<file path="src/rtl/watchdog_pkg.sv">
// constants, field layouts and carrier types of the windowed watchdog timer
// assumes a 125 MHz system clock and a plain strobe register port
package watchdog_pkg;

  // ==========================================================================
  // timing
  localparam int unsigned CLOCK_PERIOD_NS = 8;
  localparam int unsigned OSC_HZ = 32_000;
  localparam int unsigned OSC_PERIOD_NS = 1_000_000_000 / OSC_HZ;
  // a period, so rounded down to whole cycles, never below one
  localparam int unsigned OSC_RAW_CYCLES = OSC_PERIOD_NS / CLOCK_PERIOD_NS;
  localparam int unsigned OSC_TICK_CYCLES = (OSC_RAW_CYCLES < 1) ? 1 : OSC_RAW_CYCLES;
  localparam int unsigned BASE_TIMEOUT_SHORT_MS = 1;
  localparam int unsigned BASE_TIMEOUT_LONG_MS = 4;
  localparam logic [7:0] PRESCALE_DIV_SHORT = 8'h20;
  localparam logic [7:0] PRESCALE_DIV_LONG = 8'h80;

  // ==========================================================================
  // register map
  localparam logic [3:0] ADDR_RESET_CONTROL = 4'h0;
  localparam logic [3:0] ADDR_CONFIG = 4'h1;
  localparam int unsigned IDLE_BIT = 2;
  localparam int unsigned SLEEP_BIT = 3;
  localparam int unsigned TIMEOUT_BIT = 4;
  localparam int unsigned SOFT_EN_BIT = 5;
  localparam int unsigned POSTSCALE_LSB = 0;
  localparam int unsigned PRESCALE_BIT = 4;
  localparam int unsigned WINDOW_DIS_BIT = 6;
  localparam int unsigned FUSE_EN_BIT = 7;
  localparam logic [15:0] READ_ZERO = 16'h0000;

  // ==========================================================================
  // carriers
  typedef struct packed {
    logic watchdog_fuse_enable;
    logic window_disable_bit;
    logic spare;
    logic prescale_select_bit;
    logic [3:0] postscale_select_field;
  } watchdog_config_word_t;

  typedef struct packed {
    logic watchdog_soft_enable;
    logic watchdog_timeout_flag;
    logic sleep_flag;
    logic idle_flag;
  } reset_control_reg_t;

  typedef struct packed {
    logic [3:0] addr;
    logic [15:0] wdata;
    logic wr;
    logic rd;
  } reg_req_t;

  typedef enum logic [1:0] {RUNNING, SLEEPING, IDLING} power_state_t;

endpackage

</file>
<file path="src/rtl/windowed_watchdog_timer.sv">
// windowed watchdog timer with prescaler, postscaler and power-save wake-up
// assumes all inputs synchronous to clock; instruction inputs are 1-cycle pulses
// Overview of operation
// - counter runs from the low-power oscillator, which is on whenever enabled
// - prescaler divides oscillator ticks by 32 or by 128
// - base period is 1 ms or 4 ms at 32 kHz
// - postscaler divides further by one of sixteen ratios up to 32768
// - every device reset clears counter, prescaler and postscaler
// - a completed clock switch clears counter, prescaler and postscaler
// - entering sleep or idle clears counter, prescaler and postscaler
// - leaving sleep or idle clears counter, prescaler and postscaler
// - clear instruction in normal execution clears prescaler and postscaler counts
// - an enabled watchdog keeps counting during sleep and idle
// - expiry in sleep or idle wakes the core; sleep and idle flags stay
// - fuse enable set keeps the watchdog on regardless of soft enable
// - with fuse enable clear, soft enable bit five gates the watchdog
// - soft enable bit is cleared by every reset
// - in window mode a clear before the window opens forces a reset
// - time-out flag is set by hardware and cleared only by software or by power-on reset
// - prescale select one means divide by 128, zero divide by 32
// - window disable one is normal mode, zero is window mode
// - postscale code is binary, ratio two to the power of the code
//
// Implementation choices: the register offsets and the strobed register port.
`timescale 1ns/1ps
module windowed_watchdog_timer
  import watchdog_pkg::*;
#(
  // system clocks per oscillator tick, at most 4096; a bench may shorten it
  parameter int unsigned TICK_CYCLES = OSC_TICK_CYCLES
)
(
  input wire logic clock,
  input wire logic reset,
  input wire logic por,
  input wire reg_req_t reg_req,
  output logic [15:0] rdata,
  input wire logic [7:0] config_strap,
  input wire logic watchdog_clear_instr,
  input wire logic power_save_instr,
  input wire logic power_save_idle,
  input wire logic wake_event,
  input wire logic clock_switch_done,
  output logic low_power_rc_osc_on,
  output logic watchdog_reset_pulse,
  output logic wake_up
);

  // ==========================================================================
  // state
  watchdog_config_word_t cfg;
  reset_control_reg_t reset_control_reg;
  power_state_t state;
  logic [11:0] osc_cnt;
  logic [6:0] pre_cnt;
  logic [14:0] post_cnt;
  logic any_reset;
  logic enabled;
  logic running;
  logic osc_tick;
  logic pre_last;
  logic post_last;
  logic expire;
  logic exit_save;
  logic enter_save;
  logic clear_instr;
  logic early_clear;
  logic clear_counts;
  logic window_open;
  logic [6:0] pre_top;
  logic [14:0] post_top;
  logic [22:0] elapsed;
  logic [22:0] total;
  logic wr_reset_control;

  assign any_reset = reset | por;
  assign running = (state == RUNNING);
  assign enabled = cfg.watchdog_fuse_enable | reset_control_reg.watchdog_soft_enable;

  // ==========================================================================
  // configuration word, reloaded on every reset
  always_ff @(posedge clock) begin
    if (any_reset) begin
      cfg <= watchdog_config_word_t'(config_strap);
    end
  end

  // ==========================================================================
  // low-power oscillator, modelled as a tick every oscillator period
  // the tick period is rounded down, so the watchdog runs slightly fast, never late
  assign osc_tick = enabled && (osc_cnt == 12'(TICK_CYCLES - 1));

  always_ff @(posedge clock) begin
    if (any_reset || !enabled) begin
      osc_cnt <= 12'h000;
    end else if (osc_tick) begin
      osc_cnt <= 12'h000;
    end else begin
      osc_cnt <= osc_cnt + 12'h001;
    end
  end

  always_ff @(posedge clock) begin
    if (any_reset) begin
      low_power_rc_osc_on <= 1'b0;
    end else begin
      low_power_rc_osc_on <= enabled;
    end
  end

  // ==========================================================================
  // prescaler and postscaler
  // 1 ms or 4 ms base period follows from 32 or 128 oscillator ticks
  assign pre_top = cfg.prescale_select_bit ? 7'(PRESCALE_DIV_LONG - 8'h01)
                                           : 7'(PRESCALE_DIV_SHORT - 8'h01);
  assign post_top = 15'((16'h0001 << cfg.postscale_select_field) - 16'h0001);
  assign pre_last = (pre_cnt == pre_top);
  assign post_last = (post_cnt == post_top);
  assign expire = osc_tick && pre_last && post_last;

  // window is the final quarter of the whole period
  assign elapsed = cfg.prescale_select_bit ? {1'b0, post_cnt, pre_cnt}
                                           : {3'b000, post_cnt, pre_cnt[4:0]};
  assign total = 23'({15'h0000, 8'(pre_top) + 8'h01} << cfg.postscale_select_field);
  assign window_open = (elapsed >= (total - (total >> 2)));

  assign clear_instr = watchdog_clear_instr && running;
  assign early_clear = clear_instr && enabled && !cfg.window_disable_bit
                       && !window_open;
  assign enter_save = power_save_instr && running;
  assign exit_save = !running && (expire || wake_event);
  assign clear_counts = clock_switch_done || enter_save || exit_save || clear_instr || expire;

  always_ff @(posedge clock) begin
    if (any_reset) begin
      pre_cnt <= 7'h00;
    end else if (clear_counts) begin
      pre_cnt <= 7'h00;
    end else if (osc_tick) begin
      pre_cnt <= pre_last ? 7'h00 : pre_cnt + 7'h01;
    end
  end

  always_ff @(posedge clock) begin
    if (any_reset) begin
      post_cnt <= 15'h0000;
    end else if (clear_counts) begin
      post_cnt <= 15'h0000;
    end else if (osc_tick && pre_last) begin
      post_cnt <= post_cnt + 15'h0001;
    end
  end

  // ==========================================================================
  // power state
  always_ff @(posedge clock) begin
    if (any_reset) begin
      state <= RUNNING;
    end else begin
      case (state)
        RUNNING: begin
          if (enter_save) begin
            state <= power_save_idle ? IDLING : SLEEPING;
          end
        end
        SLEEPING, IDLING: begin
          if (exit_save) begin
            state <= RUNNING;
          end
        end
        default: begin
          state <= RUNNING;
        end
      endcase
    end
  end

  // ==========================================================================
  // outputs toward reset and wake logic
  // only a request; the reset logic outside decides how long the device stays in reset
  always_ff @(posedge clock) begin
    if (any_reset) begin
      watchdog_reset_pulse <= 1'b0;
      wake_up <= 1'b0;
    end else begin
      watchdog_reset_pulse <= (expire && running) || early_clear;
      wake_up <= exit_save;
    end
  end

  // ==========================================================================
  // reset control register; hardware set wins over a software clear
  assign wr_reset_control = reg_req.wr && (reg_req.addr == ADDR_RESET_CONTROL);

  always_ff @(posedge clock) begin
    if (any_reset) begin
      reset_control_reg.watchdog_soft_enable <= 1'b0;
    end else if (wr_reset_control) begin
      reset_control_reg.watchdog_soft_enable <= reg_req.wdata[SOFT_EN_BIT];
    end
  end

  // flags survive a plain reset so software can see why it happened
  always_ff @(posedge clock) begin
    if (por) begin
      reset_control_reg.watchdog_timeout_flag <= 1'b0;
      reset_control_reg.sleep_flag <= 1'b0;
      reset_control_reg.idle_flag <= 1'b0;
    end else begin
      if (expire || early_clear) begin
        reset_control_reg.watchdog_timeout_flag <= 1'b1;
      end else if (wr_reset_control) begin
        reset_control_reg.watchdog_timeout_flag <= reg_req.wdata[TIMEOUT_BIT];
      end
      if (enter_save && !power_save_idle) begin
        reset_control_reg.sleep_flag <= 1'b1;
      end else if (wr_reset_control) begin
        reset_control_reg.sleep_flag <= reg_req.wdata[SLEEP_BIT];
      end
      if (enter_save && power_save_idle) begin
        reset_control_reg.idle_flag <= 1'b1;
      end else if (wr_reset_control) begin
        reset_control_reg.idle_flag <= reg_req.wdata[IDLE_BIT];
      end
    end
  end

  always_ff @(posedge clock) begin
    if (any_reset) begin
      rdata <= READ_ZERO;
    end else if (reg_req.rd) begin
      case (reg_req.addr)
        ADDR_RESET_CONTROL: begin
          rdata <= READ_ZERO;
          rdata[SOFT_EN_BIT] <= reset_control_reg.watchdog_soft_enable;
          rdata[TIMEOUT_BIT] <= reset_control_reg.watchdog_timeout_flag;
          rdata[SLEEP_BIT] <= reset_control_reg.sleep_flag;
          rdata[IDLE_BIT] <= reset_control_reg.idle_flag;
        end
        ADDR_CONFIG: begin
          rdata <= {8'h00, cfg};
        end
        default: begin
          rdata <= READ_ZERO;
        end
      endcase
    end else begin
      rdata <= READ_ZERO;
    end
  end

  // ==========================================================================
  // checks
  AST_OSC_FOLLOWS_ENABLE: assert property (@(posedge clock) disable iff (any_reset)
    low_power_rc_osc_on == ($past(enabled) && !$past(any_reset)))
    else $error("oscillator enable does not follow watchdog enable");

  AST_PRESCALE_TOP: assert property (@(posedge clock) disable iff (any_reset)
    pre_top == (cfg.prescale_select_bit ? 7'h7f : 7'h1f))
    else $error("prescaler top wrong for select bit");

  AST_POSTSCALE_HOLDS: assert property (@(posedge clock) disable iff (any_reset)
    (osc_tick && !pre_last && !clear_counts) |=> $stable(post_cnt))
    else $error("postscaler moved without a prescaler wrap");

  AST_CLEAR_ON_SWITCH: assert property (@(posedge clock) disable iff (any_reset)
    clock_switch_done |=> (pre_cnt == 7'h00) && (post_cnt == 15'h0000))
    else $error("counts not cleared after clock switch");

  AST_CLEAR_ON_SAVE: assert property (@(posedge clock) disable iff (any_reset)
    enter_save |=> (pre_cnt == 7'h00) && (post_cnt == 15'h0000) && !running)
    else $error("power-save entry did not clear counts");

  AST_WAKE_NOT_RESET: assert property (@(posedge clock) disable iff (any_reset)
    (expire && !running) |=> wake_up && !watchdog_reset_pulse && running)
    else $error("expiry in power save did not wake");

  AST_SOFT_GATES: assert property (@(posedge clock) disable iff (any_reset)
    (!cfg.watchdog_fuse_enable && !reset_control_reg.watchdog_soft_enable)
    |=> (osc_cnt == 12'h000))
    else $error("watchdog counting while disabled");

  AST_EARLY_CLEAR_RESETS: assert property (@(posedge clock) disable iff (any_reset)
    early_clear |=> watchdog_reset_pulse && reset_control_reg.watchdog_timeout_flag)
    else $error("early clear in window mode gave no reset");

  AST_FLAG_STICKY: assert property (@(posedge clock) disable iff (any_reset)
    (reset_control_reg.watchdog_timeout_flag && !wr_reset_control)
    |=> reset_control_reg.watchdog_timeout_flag)
    else $error("time-out flag dropped without software");

  AST_RESET_CLEARS_COUNTS: assert property (@(posedge clock) disable iff (any_reset)
    $past(any_reset) |-> (osc_cnt == 12'h000) && (pre_cnt == 7'h00) && (post_cnt == 15'h0000))
    else $error("counts not cleared by reset");

  AST_CLEAR_ON_EXIT: assert property (@(posedge clock) disable iff (any_reset)
    exit_save |=> (pre_cnt == 7'h00) && (post_cnt == 15'h0000) && running)
    else $error("power-save exit did not clear counts");

  AST_CLEAR_INSTR: assert property (@(posedge clock) disable iff (any_reset)
    clear_instr |=> (pre_cnt == 7'h00) && (post_cnt == 15'h0000))
    else $error("clear instruction did not clear counts");

  AST_COUNTS_IN_SAVE: assert property (@(posedge clock) disable iff (any_reset)
    (!running && osc_tick && !clear_counts) |=> !$stable(pre_cnt))
    else $error("prescaler stopped in power save");

  AST_SLEEP_FLAG: assert property (@(posedge clock) disable iff (any_reset)
    (enter_save && !power_save_idle) |=> reset_control_reg.sleep_flag)
    else $error("sleep flag not set on sleep entry");

  AST_WAKE_ONE_CYCLE: assert property (@(posedge clock) disable iff (any_reset)
    wake_up |=> !wake_up)
    else $error("wake pulse longer than one cycle");

  AST_FUSE_ON: assert property (@(posedge clock) disable iff (any_reset)
    cfg.watchdog_fuse_enable |=> low_power_rc_osc_on)
    else $error("fuse enable did not keep the oscillator on");

  AST_SOFT_RESET_CLEARS: assert property (@(posedge clock) disable iff (any_reset)
    $past(any_reset) |-> !reset_control_reg.watchdog_soft_enable)
    else $error("soft enable survived a reset");

  AST_LATE_CLEAR_SAFE: assert property (@(posedge clock) disable iff (any_reset)
    (clear_instr && enabled && !cfg.window_disable_bit && window_open && !expire)
    |=> !watchdog_reset_pulse)
    else $error("clear inside the window gave a reset");

  AST_POSTSCALE_TOP: assert property (@(posedge clock) disable iff (any_reset)
    post_top == (15'h7fff >> (4'hf - cfg.postscale_select_field)))
    else $error("postscaler top wrong for code");

  AST_EXPIRE_RESETS: assert property (@(posedge clock) disable iff (any_reset)
    (expire && running) |=> watchdog_reset_pulse ##1 !watchdog_reset_pulse)
    else $error("expiry did not give a one-cycle reset");

  COV_EXPIRE_RUN: cover property (@(posedge clock) disable iff (any_reset)
    expire && running);
  COV_EXPIRE_SLEEP: cover property (@(posedge clock) disable iff (any_reset)
    expire && (state == SLEEPING));
  COV_EARLY_CLEAR: cover property (@(posedge clock) disable iff (any_reset)
    early_clear);
  COV_GOOD_CLEAR: cover property (@(posedge clock) disable iff (any_reset)
    clear_instr && window_open && !cfg.window_disable_bit);
  COV_WAKE_EVENT: cover property (@(posedge clock) disable iff (any_reset)
    wake_event && !running);

endmodule

</file>
<file path="config.mk">
export PLATFORM = sky130hd
export DESIGN_NAME = windowed_watchdog_timer
export DESIGN_NICKNAME = d
export VERILOG_FILES = /design/src/rtl/watchdog_pkg.sv /design/src/rtl/windowed_watchdog_timer.sv
export SDC_FILE = /design/constraint.sdc
export NUM_CORES = 1
export LEC_CHECK = 0
export ABC_AREA = 1
export BUFFER_PORTS_ARGS = -buffer_cell sky130_fd_sc_hd__buf_2
export CAP_MARGIN = 25
export CORE_ASPECT_RATIO = 2
export CORE_MARGIN = 10
export CORE_UTILIZATION = 30
export CTS_CLUSTER_DIAMETER = 40
export CTS_CLUSTER_SIZE = 28
export DETAILED_ROUTE_END_ITERATION = 8
export SLEW_MARGIN = 10
export SYNTH_ARGS = -nofsm -noshare
export SYNTH_HDL_FRONTEND = slang
export SYNTH_SLANG_ARGS = --single-unit
</file>
<file path="constraint.sdc">
create_clock -name clock -period 3.1 [get_ports clock]
set_input_delay 0.62 -clock clock [delete_from_list [all_inputs] [get_ports clock]]
set_output_delay 0.62 -clock clock [all_outputs]
set_load 0.03 [all_outputs]
</file>
==> reports/results.tsv <==
stage	metric	value	unit
timing	max_clock_freq	290	MHz
critical_path	slowest_delay	0.46	ns
cells_and_area	antennaDiodeCount	0	
synthesis	synth_top_area_share	20.9	%
synthesis	synth_edf_count	8	
power	ir_worst_vdd	307	uV
die	placementRows	66	
cells_and_area	layout.nets	1000	
drt	routed_via_density	4.80	
run_status	violations	setup timing	
critical_path	slowest_stage	edfxtp_1	
placed_design	dp_slack	-0.499	ns
power	power_density	427	nW/um^2
cts	cts.path.max_buffers	2	
critical_path	crit_required	3.29	ns
synthesis	synthMuxAreaShare	0	%
synthesis	yosysWarnings	0	
cts	root_buffer	clkbuf_16	
cells_and_area	seqCellArea	1260	um^2
synthesis	synth_cell_types	45	
timing	slew_violations	0	
synthesis	synth_fa_ha_area_share	8.45	%
die	die-area	22100	um^2
cts	cts_tree	built	
synthesis	synth_ff_type	dfxtp_1	
cells_and_area	layout_common_cells	nand2_1, buf_4, inv_1, nor2_1, dfxtp_1	
synthesis	syn_area_per_cell	6.45	um^2
placed_design	gp_congestion	0.909	
cts	htreeDepth	3	
hold_path	min_path_type	flop to flop	
timing	fin_crit_sh	111	%
timing	fin_crit	3.44	ns
synthesis	synth_top_area_cell	dfxtp_1	
cells_and_area	drive_above_1_share	33.4	%
cells_and_area	fin_cells	1138	
timing	setup_ws	-0.345	ns
critical_path	cp_data_arrival_time	3.64	ns
timing	finalSetupViolations	2	
critical_path	rrSetupSlack	-0.34	ns
critical_path	worstSetupEndpointType	flop	
synthesis	synthCells	757	
die	die_h	200	um
cells_and_area	multi_input_area	3580	um^2
timing	finalHoldViolCount	0	
critical_path	cp_common_cell	a21oi_2	
synthesis	synth-seq-cells	59	
critical_path	worstPathCellList	buf_6 > nand2_8 > nand2_4 > nor2_4 > nand2_2 > inv_2 > ha_4 > inv_4 > nor2_4 > nand2_2 > inv_1 > a21oi_2 > nand2_1 > xor2_2 > ha_1 > nand4_1 > nor3_1 > o21ai_1 > o211ai_1 > nand2_1 > a21oi_2 > nand3_1 > nand3_2 > a21oi_2	
grt	gr-total-overflow	0	
cells_and_area	area_growth	44.4	%
grt	grt_pass1_wl	24.6	mm
synthesis	synth_area_leaders	dfxtp_1, nand2_1, ha_1	
synthesis	synth_area	4880	um^2
cts	cts.clk_slew.worst_paths	0.05	ns
critical_path	path_class	flop to flop	
run_status	status	complete, but fails checks	
grt	antenna_found_initial	0	
drt	drt-total-wl	15.4	mm
grt	grt_pass1_vias	5329	
power	p_leak	3.23	nW
timing	tightest_slew	0.941	ns
drt	ant_nets	0	
synthesis	synth_top_family_by_area	simple AND/OR/NAND/NOR gates	
cells_and_area	reg_top3	post_cnt (15), osc_cnt (12)	
placed_design	io_buffers	36	
die	core	16100	um^2
cts	clock_sinks	59	
cells_and_area	nFillCells	1655	
cts	cts_buffers	9	
timing	grt_setup_unrepaired	true	
die	initial_utilization	30.3	%
synthesis	synth-xor-area-share	5.02	%
drt	drt_iter0_drc	336	
drt	avgRoutedWirePerCell	13.5	um
synthesis	synthArstFlopShare	0	%
synthesis	ys_seq_area_share	25.8	%
drt	drc	0	
cells_and_area	finish.utilization	43.8	%
placed_design	dp_cells	1099	
die	dieWidth	110	um
cells_and_area	regMostFlops	post_cnt	
grt	grt_max_degree	33	
synthesis	synth_compound_area_share	13.9	%
critical_path	worst_setup_path_start_kind	flop	
cells_and_area	largest_reg_flops	15	
placed_design	post-dp-hpwl	11.9	mm
drt	dr.pass1.iters	5	
cts	cts_hold_buf	0	
cells_and_area	final_common_cell	nand2_1	
critical_path	worst-path-max-fanout	4	
drt	vias	5460	
cts	clock_latency	0.33	ns
synthesis	synth-simple-area-share	35.4	%
timing	max_slew_margin	36.8	%
die	io_pins	57	
job	drv_cap	0	
timing	fin_worst_skew	0.00555	ns
grt	grt.total_usage	13.6	%
-- report_power, final --
part	leakage [nW]	internal [W]	switching, W
clock	0.142	0.000606	0.000356
sequential	0.493	0.000793	0.0000105
combinational	2.60	0.000572	0.000671
-- routing by layer --
layer | vias up | global-route usage, % | wire (um)
li1 | 2807 | - | -
met1 | 2508 | 17.0 | 6790
met2 | 124 | 22.5 | 7490
met3 | 21 | 2.73 | 711
met4 | 0 | 4.38 | 363
met5 | - | 0 | 0
-- worst paths after layout --
check / to / cells after the start / startpoint
worst max-delay path: watchdog_reset_pulse / 24 / cfg[4]
worst min-delay path: state[0] / 2 / state[0]
worst max register to register: watchdog_reset_pulse / 24 / cfg[4]
worst min register to register: state[0] / 2 / state[0]
-- cells by family after synthesis --
family	Yosys count
other cells	1
xor+xnor	28
fa+ha+maj	33
buf+inv	131
compound gates	118
simple gates	387
flops	59
-- cell usage after synthesis (3+ instances only) --
cell type	number
nand2_1	181
inv_1	105
nor2_1	79
dfxtp_1	51
a21oi_1	43
nand3_1	41
o21ai_0	35
ha_1	33
nor3_1	30
xor2_1	26
nand4_1	18
buf_4	10
o21ai_1	10
a21oi_2	9
edfxtp_1	8
inv_2	8
nand2_2	7
nor3b_1	7
nor2_2	6
o211ai_1	5
a211oi_1	4
clkbuf_1	4
nor4_1	4
or2_2	4
buf_6	3
-- worst max-delay path, delay by kind of cell, from the launching register on --
family,cells,cell delay [ns]
buffers and inverters,4,0.38
and+or+nand+nor,12,1.16
adders and majority gates,2,0.54
AOI/OAI and AO/OA,5,0.60
xor gates and xnor gates,1,0.16
DFF,1,0.46
-- final cells by class --
cell class,instances,share of cell area (%)
multi-input cells,575,50.8
flip-flops and latches,59,17.9
repair buffers,171,17.4
inverters,113,6.19
clock buffers,13,3.83
well taps,204,3.62
clock inverters,3,0.301
-- through the flow --
stage	cell area, um^2	TNS, ns	hold WS, ns	power [W]
finish	7060	-0.657	0.460	0.00301
CTS	6730	-0.583	0.455	0.00289
detailed placement	6180	-0.968	0.450	0.00183
global route	7060	-1.05	0.456	0.00318
global placement	6180	-0.853	0.447	0.00182
floorplan	5030	0	0.433	0.00143
-- timing repair --
action / in CTS / in global routing
endpoints found under the setup margin: 2 / 11
setup buffers: 9 / 13
resized for setup: 47 / 44
pin swaps: 24 / 18
gates cloned: 0 / 1
Power figures use the tool's default switching activity.
